===== src/twra_pkg.sv =====
// package: location map, field layout and carrier types for the wide timer byte access path
package twra_pkg;
   // ----------------------------------------------------------------
   // byte location indices on the narrow processor bus
   // ----------------------------------------------------------------
   localparam logic [3:0] LOC_COUNT_LO = 4'h0;    // count_lower_half_location
   localparam logic [3:0] LOC_COUNT_HI = 4'h1;    // count_upper_half_location
   localparam logic [3:0] LOC_CMPA_LO = 4'h2;     // compare a lower half
   localparam logic [3:0] LOC_CMPA_HI = 4'h3;     // compare a upper half
   localparam logic [3:0] LOC_CMPB_LO = 4'h4;     // compare b lower half
   localparam logic [3:0] LOC_CMPB_HI = 4'h5;     // compare b upper half
   localparam logic [3:0] LOC_CAPT_LO = 4'h6;     // capture lower half
   localparam logic [3:0] LOC_CAPT_HI = 4'h7;     // capture_upper_half_location
   localparam logic [3:0] LOC_CTRL2 = 4'h8;       // timer_control_second
   // ----------------------------------------------------------------
   // field layout and reset values
   // ----------------------------------------------------------------
   localparam int CSEL_LSB = 0;                   // clock_source_select position
   localparam int CSEL_W = 3;                     // clock_source_select width
   localparam logic [7:0] CTRL2_RST = 8'h00;      // timer_control_second reset
   localparam logic [7:0] LATCH_RST = 8'h00;      // holding latch reset
   localparam logic [15:0] WIDE_RST = 16'h0000;   // wide register reset
   localparam logic [2:0] CSEL_STOP = 3'h0;       // no clock source: stopped
   localparam logic [2:0] CSEL_EXT_FALL = 3'h6;   // external pin, falling edge
   localparam logic [2:0] CSEL_EXT_RISE = 3'h7;   // external pin, rising edge
   // ----------------------------------------------------------------
   // carrier types
   // ----------------------------------------------------------------
   typedef struct packed {
      logic rd;          // read strobe, one cycle
      logic wr;          // write strobe, one cycle
      logic [3:0] addr;  // byte location
      logic [7:0] wdata; // write byte
   } twra_bus_t;
   typedef struct packed {
      logic load;        // one-cycle commit strobe
      logic [15:0] value;
   } twra_commit_t;
endpackage


===== src/twra_top.sv =====
// module: byte access path to the wide count, compare and capture registers of one timer
`timescale 1ns/1ps
// How it works
// - wide registers reached as two byte accesses
// - one shared upper-byte holding latch per timer
// - low-byte access performs the sixteen-bit transfer
// - low write loads latch plus byte together
// - count/capture low read returns low, snapshots upper half
// - compare reads bypass the holding latch
// - latch keeps value across successive commits
// - three-bit select picks internal or external clock
// - count/capture upper read returns holding latch
// - select zero stops counting, count stays accessible
// - processor count write beats clear or count
module twra_top
   import twra_pkg::*;
#(
   parameter int PRESC_W = 10 // prescaler width
)
(
   input wire logic clk_sys,
   input wire logic rst,
   input wire logic clk_en,
   input wire twra_bus_t bus,
   output logic [7:0] rdata,
   input wire logic [15:0] live_count,
   input wire logic cnt_clear,
   input wire logic cnt_step,
   input wire logic [15:0] cnt_next,
   input wire logic capture_load,
   input wire logic [15:0] capture_in,
   input wire logic ext_clk_pin,
   output twra_commit_t count_commit,
   output logic [15:0] count_value,
   output logic [15:0] compare_a,
   output logic [15:0] compare_b,
   output logic [15:0] capture_value,
   output logic [2:0] clock_source_select,
   output logic timer_tick
);
   // ----------------------------------------------------------------
   // storage
   // ----------------------------------------------------------------
   logic [7:0] latch_ff;         // shared upper-byte holding latch
   logic [15:0] count_ff;        // timer_count_value
   logic [15:0] cmpa_ff;         // compare value a
   logic [15:0] cmpb_ff;         // compare value b
   logic [15:0] capt_ff;         // capture value
   logic [7:0] ctrl2_ff;         // timer_control_second
   logic [7:0] rdata_ff;         // read data register
   twra_commit_t commit_ff;      // count commit strobe to counter
   logic [1:0] ext_sync_ff;      // external clock pin synchroniser
   logic ext_prev_ff;            // previous synchronised level
   logic [PRESC_W-1:0] presc_ff; // internal prescaler
   logic tick_ff;                // timer clock enable
   logic [15:0] wide_word;       // full word formed by a low write
   logic wr_lo_count;            // low-byte write of count
   assign wide_word = {latch_ff, bus.wdata};
   assign wr_lo_count = bus.wr && (bus.addr == LOC_COUNT_LO);
   // ----------------------------------------------------------------
   // holding latch
   // ----------------------------------------------------------------
   // loaded by upper writes and by count/capture low reads only
   always_ff @(posedge clk_sys)
   begin
      if (rst)
      begin
         latch_ff <= LATCH_RST;
      end
      else if (clk_en)
      begin
         if (bus.wr && bus.addr[0] && (bus.addr < LOC_CTRL2))
         begin
            latch_ff <= bus.wdata;
         end
         else if (bus.rd && (bus.addr == LOC_COUNT_LO))
         begin
            latch_ff <= live_count[15:8];
         end
         else if (bus.rd && (bus.addr == LOC_CAPT_LO))
         begin
            latch_ff <= capt_ff[15:8];
         end
         // compare reads leave the latch alone, and low writes keep it
      end
   end
   // ----------------------------------------------------------------
   // count register
   // ----------------------------------------------------------------
   // processor commit overrides clear and step from the counter logic
   always_ff @(posedge clk_sys)
   begin
      if (rst)
      begin
         count_ff <= WIDE_RST;
      end
      else if (clk_en)
      begin
         if (wr_lo_count)
         begin
            count_ff <= wide_word;
         end
         else if (cnt_clear)
         begin
            count_ff <= WIDE_RST;
         end
         else if (cnt_step && tick_ff && (clock_source_select != CSEL_STOP))
         begin
            count_ff <= cnt_next;
         end
      end
   end
   // ----------------------------------------------------------------
   // compare and capture registers
   // ----------------------------------------------------------------
   // compare values commit only on their own low-byte write, capture also loads on capture_load
   always_ff @(posedge clk_sys)
   begin
      if (rst)
      begin
         cmpa_ff <= WIDE_RST;
         cmpb_ff <= WIDE_RST;
         capt_ff <= WIDE_RST;
      end
      else if (clk_en)
      begin
         if (bus.wr && (bus.addr == LOC_CMPA_LO))
         begin
            cmpa_ff <= wide_word;
         end
         if (bus.wr && (bus.addr == LOC_CMPB_LO))
         begin
            cmpb_ff <= wide_word;
         end
         if (bus.wr && (bus.addr == LOC_CAPT_LO))
         begin
            capt_ff <= wide_word;
         end
         else if (capture_load)
         begin
            capt_ff <= capture_in;
         end
      end
   end
   // ----------------------------------------------------------------
   // control register and commit strobe
   // ----------------------------------------------------------------
   always_ff @(posedge clk_sys)
   begin
      if (rst)
      begin
         ctrl2_ff <= CTRL2_RST;
         commit_ff <= '0;
      end
      else if (clk_en)
      begin
         if (bus.wr && (bus.addr == LOC_CTRL2))
         begin
            ctrl2_ff <= bus.wdata;
         end
         commit_ff.load <= wr_lo_count;
         commit_ff.value <= wide_word;
      end
   end
   // ----------------------------------------------------------------
   // read data
   // ----------------------------------------------------------------
   // upper count/capture reads return the latch, compare reads go direct
   always_ff @(posedge clk_sys)
   begin
      if (rst)
      begin
         rdata_ff <= 8'h00;
      end
      else if (clk_en && bus.rd)
      begin
         if (bus.addr == LOC_COUNT_LO)
            rdata_ff <= live_count[7:0];
         else if ((bus.addr == LOC_COUNT_HI) || (bus.addr == LOC_CAPT_HI))
            rdata_ff <= latch_ff;
         else if (bus.addr == LOC_CMPA_LO)
            rdata_ff <= cmpa_ff[7:0];
         else if (bus.addr == LOC_CMPA_HI)
            rdata_ff <= cmpa_ff[15:8];
         else if (bus.addr == LOC_CMPB_LO)
            rdata_ff <= cmpb_ff[7:0];
         else if (bus.addr == LOC_CMPB_HI)
            rdata_ff <= cmpb_ff[15:8];
         else if (bus.addr == LOC_CAPT_LO)
            rdata_ff <= capt_ff[7:0];
         else if (bus.addr == LOC_CTRL2)
            rdata_ff <= ctrl2_ff;
         else
            rdata_ff <= 8'h00; // unmapped reads as zero
      end
   end
   // ----------------------------------------------------------------
   // timer clock selection
   // ----------------------------------------------------------------
   // pin sync, then prescaler taps or external edges per select code
   always_ff @(posedge clk_sys)
   begin
      if (rst)
      begin
         ext_sync_ff <= 2'b00;
         ext_prev_ff <= 1'b0;
         presc_ff <= '0;
         tick_ff <= 1'b0;
      end
      else if (clk_en)
      begin
         ext_sync_ff <= {ext_sync_ff[0], ext_clk_pin};
         ext_prev_ff <= ext_sync_ff[1];
         presc_ff <= presc_ff + 1'b1;
         case (clock_source_select)
            CSEL_STOP: tick_ff <= 1'b0;
            3'h1: tick_ff <= 1'b1;
            3'h2: tick_ff <= (presc_ff[2:0] == 3'h7);
            3'h3: tick_ff <= (presc_ff[5:0] == 6'h3F);
            3'h4: tick_ff <= (presc_ff[7:0] == 8'hFF);
            3'h5: tick_ff <= (presc_ff[9:0] == 10'h3FF);
            CSEL_EXT_FALL: tick_ff <= ext_prev_ff && !ext_sync_ff[1];
            default: tick_ff <= !ext_prev_ff && ext_sync_ff[1];
         endcase
      end
   end
   assign clock_source_select = ctrl2_ff[CSEL_LSB +: CSEL_W];
   assign timer_tick = tick_ff;
   assign rdata = rdata_ff;
   assign count_commit = commit_ff;
   assign count_value = count_ff;
   assign compare_a = cmpa_ff;
   assign compare_b = cmpb_ff;
   assign capture_value = capt_ff;
   // ----------------------------------------------------------------
   // checks
   // ----------------------------------------------------------------
   property p_low_write_commit;
      @(posedge clk_sys) disable iff (rst)
      (clk_en && bus.wr && bus.addr == LOC_CMPA_LO)
      |=> cmpa_ff == {$past(latch_ff), $past(bus.wdata)};
   endproperty
   a_low_write_commit: assert property (p_low_write_commit)
      else $error("compare a not loaded from latch and byte");
   property p_upper_write_only_latch;
      @(posedge clk_sys) disable iff (rst)
      (clk_en && bus.wr && bus.addr == LOC_CMPB_HI && !capture_load)
      |=> latch_ff == $past(bus.wdata) && $stable(cmpb_ff) && $stable(capt_ff);
   endproperty
   a_upper_write_only_latch: assert property (p_upper_write_only_latch)
      else $error("upper write changed a wide register");
   property p_low_read_snapshot;
      @(posedge clk_sys) disable iff (rst)
      (clk_en && bus.rd && bus.addr == LOC_COUNT_LO)
      |=> latch_ff == $past(live_count[15:8]) && rdata == $past(live_count[7:0]);
   endproperty
   a_low_read_snapshot: assert property (p_low_read_snapshot)
      else $error("count low read did not snapshot upper half");
   property p_compare_read_bypass;
      @(posedge clk_sys) disable iff (rst)
      (clk_en && bus.rd && bus.addr == LOC_CMPA_HI)
      |=> $stable(latch_ff) && rdata == $past(cmpa_ff[15:8]);
   endproperty
   a_compare_read_bypass: assert property (p_compare_read_bypass)
      else $error("compare read used the latch");
   property p_upper_read_latch;
      @(posedge clk_sys) disable iff (rst)
      (clk_en && bus.rd && bus.addr == LOC_CAPT_HI) |=> rdata == $past(latch_ff);
   endproperty
   a_upper_read_latch: assert property (p_upper_read_latch)
      else $error("capture upper read not from latch");
   property p_latch_kept;
      @(posedge clk_sys) disable iff (rst)
      (clk_en && bus.wr && bus.addr == LOC_CMPA_LO) |=> $stable(latch_ff);
   endproperty
   a_latch_kept: assert property (p_latch_kept)
      else $error("latch changed on a low write");
   property p_write_priority;
      @(posedge clk_sys) disable iff (rst)
      (clk_en && wr_lo_count && cnt_clear) |=> count_ff == $past(wide_word);
   endproperty
   a_write_priority: assert property (p_write_priority)
      else $error("count write lost to clear");
   property p_stopped;
      @(posedge clk_sys) disable iff (rst)
      (clock_source_select == CSEL_STOP) [*2] |-> !timer_tick;
   endproperty
   a_stopped: assert property (p_stopped)
      else $error("tick while no clock source selected");
endmodule


===== config.mk =====
export PLATFORM = sky130hd
export DESIGN_NAME = twra_top
export DESIGN_NICKNAME = d
export VERILOG_FILES = /design/src/twra_pkg.sv /design/src/twra_top.sv
export SDC_FILE = /design/constraint.sdc
export NUM_CORES = 1
export LEC_CHECK = 0
export ABC_CLOCK_PERIOD_IN_PS = 3600
export BUFFER_PORTS_ARGS = -buffer_cell sky130_fd_sc_hd__buf_2
export CAP_MARGIN = 10
export CORE_ASPECT_RATIO = 1.2
export CORE_MARGIN = 5
export CORE_UTILIZATION = 35
export DETAILED_ROUTE_END_ITERATION = 16
export HOLD_SLACK_MARGIN = 0.1
export PLACE_DENSITY = 0.66
export SETUP_SLACK_MARGIN = 0.02
export SLEW_MARGIN = 20
export SYNTH_ARGS = -nofsm -noshare
export SYNTH_HDL_FRONTEND = slang
export SYNTH_SLANG_ARGS = --single-unit

===== constraint.sdc =====
create_clock -name clk_sys -period 3.6 [get_ports clk_sys]
set_input_delay 0 -clock clk_sys [delete_from_list [all_inputs] [get_ports clk_sys]]
set_output_delay 0 -clock clk_sys [all_outputs]
set_load 0.01 [all_outputs]

# Word level (Yosys, flattened, before mapping)
# Cells that the tools add are included.
classes:
  reduce_logical: 29
  add_sub_neg: 1
  n_eq_ne: 18
  order_cmp: 1
  mux: 17
op_table:
  columns: ["op", "count"]
  rows:
  - ["2-to-1 mux 8 bit", 11]
  - ["2-to-1 mux 16 bit", 5]
  - ["== test 4 x 3 -> 1 bit, second input constant", 4]
  - ["logical AND 1 bit", 14]
  - ["== test 3 bit, second input constant", 4]
  - ["AND reduction 2 bit", 6]
  - ["adder 10 x 1 -> 10 bit, second input constant", 1]
  - ["== test 10 bit, second input constant", 1]
  - ["nonzero test 3 bit", 3]
  - ["== test 4 x 2 -> 1 bit, second input constant", 2]
  - ["== test 8 bit, second input constant", 1]
  - ["one-hot mux 1 bit (7 select lines)", 1]
  - ["== test 3 x 2 -> 1 bit, second input constant", 2]
  - ["== test 6 bit, second input constant", 1]
  - ["== test 4 x 1 -> 1 bit, second input constant", 1]
  - ["== test 4 bit, second input constant", 1]
  - ["logical NOT 4 bit", 1]
  - ["less-than comparator 4 bit, second input constant", 1]
  - ["== test 3 x 1 -> 1 bit, second input constant", 1]
  - ["logical NOT 3 bit", 1]
  - ["logical NOT 1 bit", 2]
  - ["nonzero test 2 bit", 1]
  - ["logical OR 1 bit", 1]
totals:
  output_inout_bits: 93
  wordCells: 79
  regBits: 119
  inputBits: 69

# Logic depth before layout (Yosys ltp)
logic_depth:
  word_depth: 9
  depth_mapped: 8
  mapped_depth_nobuf: 6

# Worst setup path after synthesis
# OpenSTA, ideal clock, no wires.
synth_timing:
  kind: "flip-flop to flip-flop"
  startpoint: "reg ctrl2_ff[1]"
  endpoint: "reg count_ff[10] (netlist: count_value[10])"
  n_path_buf: 2
  arrival_ps: 1489
  stages_incl_launch_ff: 7
  slack_ps: 1975
  path_cell_list: "dfxtp_1 > clkbuf_1 > o311a_1 > o31a_2 > buf_4 > nor2_1 > nor3_2"
synth_between:
  elab_chain_len: 4
synth_rtl:
  columns: ["item", "line_no", "rtl"]
  rows:
  - ["start, declared", "twra_top.sv:49", "logic [7:0] ctrl2_ff;"]
  - ["start signal, assigned", "twra_top.sv:159", "ctrl2_ff <= bus.wdata;"]
  - ["nonzero test 3 bit", "twra_top.sv:107", "else if (cnt_step && tick_ff && (clock_source_select != CSEL_STOP))"]
  - ["logical AND 1 bit", "twra_top.sv:107", null]
  - ["nonzero test 3 bit (no line)", null, null]
  - ["AND reduction 2 bit (no line)", null, null]
  - ["end signal, assigned", "twra_top.sv:101", "count_ff <= wide_word;"]
  - ["end signal, assigned", "twra_top.sv:109", "count_ff <= cnt_next;"]
  - ["end, declared", "twra_top.sv:45", "logic [15:0] count_ff;"]
# No other way between the ends.
# A chain may end at the register's enable or synchronous reset.

# Final worst setup path
layout_timing:
  startpoint: "in bus[8] in the netlist's numbering"
  endpoint: "reg capt_ff[5] (netlist: capture_value[5])"
layout_between:
  elab_chain_len: 4
  word_cells_on_any_way: 5
  classes_between: "1 x eq/ne; 1 x mux; 3 x reduce/logical"
layout_rtl:
  columns: ["item", "line_no", "rtl"]
  rows:
  - ["start, declared", "twra_top.sv:24", "input wire twra_bus_t bus,"]
  - ["== test 4 x 3 -> 1 bit (*)", "twra_top.sv:135", "if (bus.wr && (bus.addr == LOC_CAPT_LO))"]
  - ["logical AND 1 bit (*)", "twra_top.sv:135", null]
  - ["nonzero test 2 bit (no line)", null, null]
  - ["AND reduction 2 bit (no line)", null, null]
  - ["end signal, assigned", "twra_top.sv:137", "capt_ff <= wide_word;"]
  - ["end signal, assigned", "twra_top.sv:141", "capt_ff <= capture_in;"]
  - ["end, declared", "twra_top.sv:48", "logic [15:0] capt_ff;"]
# Mark *: on every way between the ends. The rest lies on a longest branch, timed or not.

==> results.md <==
- Crit Path Max Fanout: 42
- Diodes inserted: 0
- Hold Path Sink: rdata[4]$_SDFFE_PP0P_
- Max Clk Rate: 482 MHz
- First-pass GRT wire length: 30.9 mm
- CTS tree: yes
- Sequential area share after synthesis: 0.405
- R2r endpoint: count_value[7]$_SDFFE_PP0P_
- Antenna violations before repair: 1
- Vias in the first global route: 5590
- Worst slack, placed: 1.17 ns
- Final period util: 0.576
- Largest net degree at the start of global routing: 62
- Switching power: 0.888 mW
- Most frequent cell after synthesis: nor2_1
- Final wirelength: roughly 20 mm
- Design Power: 3.84 mW
- Post-synthesis register bit count: 119
- Status: completed
- Area Growth Syn to Fin: 36.6%
- Combinational Power Share: 0.109
- Worst-Margin Slew: about 0.94 ns
- Slew headroom: 0.375
- P_int: slightly below 3 mW
- Top cells by count, synth: nor2_1, dfxtp_1, mux2i_1
- Slew Limit Fails: 0
- CP Launch Type: input pin
- Pre-antenna DRT Iters: 6
- HP Class: input pin to flop
- Synth area leader: dfxtp_1
- Synth Area per Inst: roughly 8.9 um^2
- RSZ-0062 raised after global routing: no
- Post-Syn Instances: 660
- Clock slew at reported path FFs: around 0.060 ns
- Syn Nets: 731
- Cells on worst reg2reg path: 4
- Layout cells sized above 1: 0.262
- # fillers: approximately 1600
- HPWL after DPL: approximately 14 mm
- Core Area: around 0.017 mm^2
- Cells on Worst Hold Path: 3
- Setup crit end kind: flop
- Insertion delay to the later sink of the worst-skew pair: 0.42 ns
- Worst R2R Setup Slack: 1.73 ns
- Post-route ant nets: 0
- Initial Util: 0.352
- Power per standard cell area: 477 mW/mm^2
- PortBufs: 161
- VDD IR-drop max: 292 uV
- Wirelength per Cell: approximately 18 um
- Post-synth top area share: 0.405
- Root buf cell: clkbuf_16
- Detailed Route Iter0 Violations: ~520
- CTS Buf Count: 17
- Seq pwr share: 0.363
- Clock network fraction of total power: 0.529
- Arrival time at the worst endpoint: 2.40 ns
- Via count: approximately 5600
- Die Width: about 130 um
- Die H: about 150 um
- Worst Hold Slack: 0.219 ns
- Warnings, synthesis: 0
- Unique cell type count in the Yosys netlist: between 50 and 60
- Switching portion of total power: 0.231
- Die ar.: 0.0195 mm^2
- Post-synth EDFFs: 0
- Maxcap violations: 0
- Clock Skews: between 0.01 and 0.015 ns
- FF-to-FF Start: ctrl2_ff[0]$_SDFFE_PP0P_
- Synth area leaders: dfxtp_1, mux2i_1, nor2_1
- Leakage: 3.76 nW
- Worst-case clock buffer depth: 2
- Critical setup path kind: input pin to flop
- Fin. Hold Viols: 0
- Overall Global Routing Usage: 0.203
- Final worst slack: ~1.5 ns
- Mapped Area: approximately 0.0059 mm^2
- Placer Congestion: 0.931
- Worst Path Required: 3.92 ns
- IO Count: 162
- Top FF cell, synth: dfxtp_1
- Final setup violation count: 0
- Core Util, Final: 0.481
- Hold Startpoint: bus[10]
- Setup TNS: 0 ns
- H-tree depth: 4
- Row Count: 52
- Clk sink count: 119
- Drt drc: 0
- Total grt overflow: 0
- Post-layout net count: 925
- CTS-repair resized insts: 0
- Async set-reset flop share out of synthesis: 0
- Crit path time final: 2.07 ns
- DR vias/cell: 5.17
==> area by class of cell <==
type / instances / area, um^2 / share of cell area
Multi-Input combinational cell: 469 / 3150 / 0.391
Clock inverter: 11 / 244 / 0.0303
Sequential cell: 119 / 2380 / 0.296
Timing Repair Buffer: 228 / 1470 / 0.183
Clock buffer: 21 / 460 / 0.0572
Inverter: 19 / 71.3 / 0.00886
Tap cell: 216 / 270 / 0.0336
==> through the flow <==
step                instance area [um^2]  instances
finish                              8050       1083
detailed placement                  6690        986
CTS                                 8050       1083
floorplan                           5890        660
global route                        8050       1083
global placement                    6690        986
==> per-layer routing <==
layer  vias to the layer above  routed length, um  GRT usage
li1                       2724                  -          -
met1                      2624               8310      0.250
met2                       199               9540      0.330
met3                        49               1390     0.0555
met4                         2                692     0.0915
met5                         -                 11          0
==> kinds of logic after synthesis <==
kind of cell | count (synthesis) | share of synthesized area
simple gates | 252 | 0.219
fa+ha+maj | 2 | 0.00425
flops | 119 | 0.405
buf+inv | 72 | 0.0614
mux | 78 | 0.133
compound gates | 130 | 0.167
xor+xnor | 7 | 0.0104
==> state kept, by name, indices dropped and copies added, names as in the netlist <==
register,count
ctrl2_ff,8
timer_tick,1
latch_ff,8
rdata,8
ext_sync_ff,2
count_commit,17
compare_a,16
compare_b,16
ext_prev_ff,1
presc_ff,10
count_value,16
capture_value,16
==> how the worst max path moves through the flow <==
stage / startpoint / end / slack, ns / cells after the start
floorplan: ctrl2_ff[1]$_SDFFE_PP0P_ / count_value[10]$_SDFFE_PP0P_ / 1.98 / 6
global route: bus[8] / capture_value[7]$_SDFFE_PP0P_ / 1.32 / 6
detailed placement: bus[8] / capture_value[5]$_SDFFE_PP0P_ / 1.17 / 6
CTS: bus[8] / capture_value[5]$_SDFFE_PP0P_ / 1.60 / 6
global placement: bus[10] / capture_value[15]$_SDFFE_PP0P_ / 1.26 / 6
finish: bus[8] / capture_value[5]$_SDFFE_PP0P_ / 1.53 / 6
==> cells in the final DEF, fill, tap and decap left out, drive strengths merged, types with 8 or more instances in the layout <==
| master | instances |
|---|---|
| nor2 | 138 |
| o21ai | 11 |
| nor3 | 18 |
| a21oi | 21 |
| nand2b | 12 |
| nor3b | 17 |
| a22o | 8 |
| nor2b | 12 |
| inv | 19 |
| clkbuf | 21 |
| buf | 163 |
| a221o | 8 |
| nand2 | 25 |
| dlygate4sd3 | 65 |
| o22ai | 9 |
| a31oi | 16 |
| a211oi | 33 |
| o2bb2ai | 8 |
| mux2i | 78 |
| dfxtp | 119 |
| a22oi | 8 |
| nor4 | 9 |
==> critical path, cell delays in order <==
cell      delay, ns
buf_2          0.32
nor2b_1        0.47
nand3_4        0.36
a21boi_4       0.85
nor2_1         0.09
a211oi_1       0.28
==> power groups by stage <==
stage	logic, mW	registers (mW)	clock network, mW
floorplan	0.217	1.43	0
global placement	0.355	1.42	0
detailed placement	0.358	1.42	0
CTS	0.415	1.39	2.06
global route	0.455	1.40	2.12
finish	0.417	1.39	2.03
==> repair_timing <==
action	4_1_cts	5_1_grt
setup buffers	0	0
setup endpoints to repair	0	0
hold buffers	65	0
hold endpoints to repair	93	0
No activity file was read; power rests on OpenSTA's default activity.
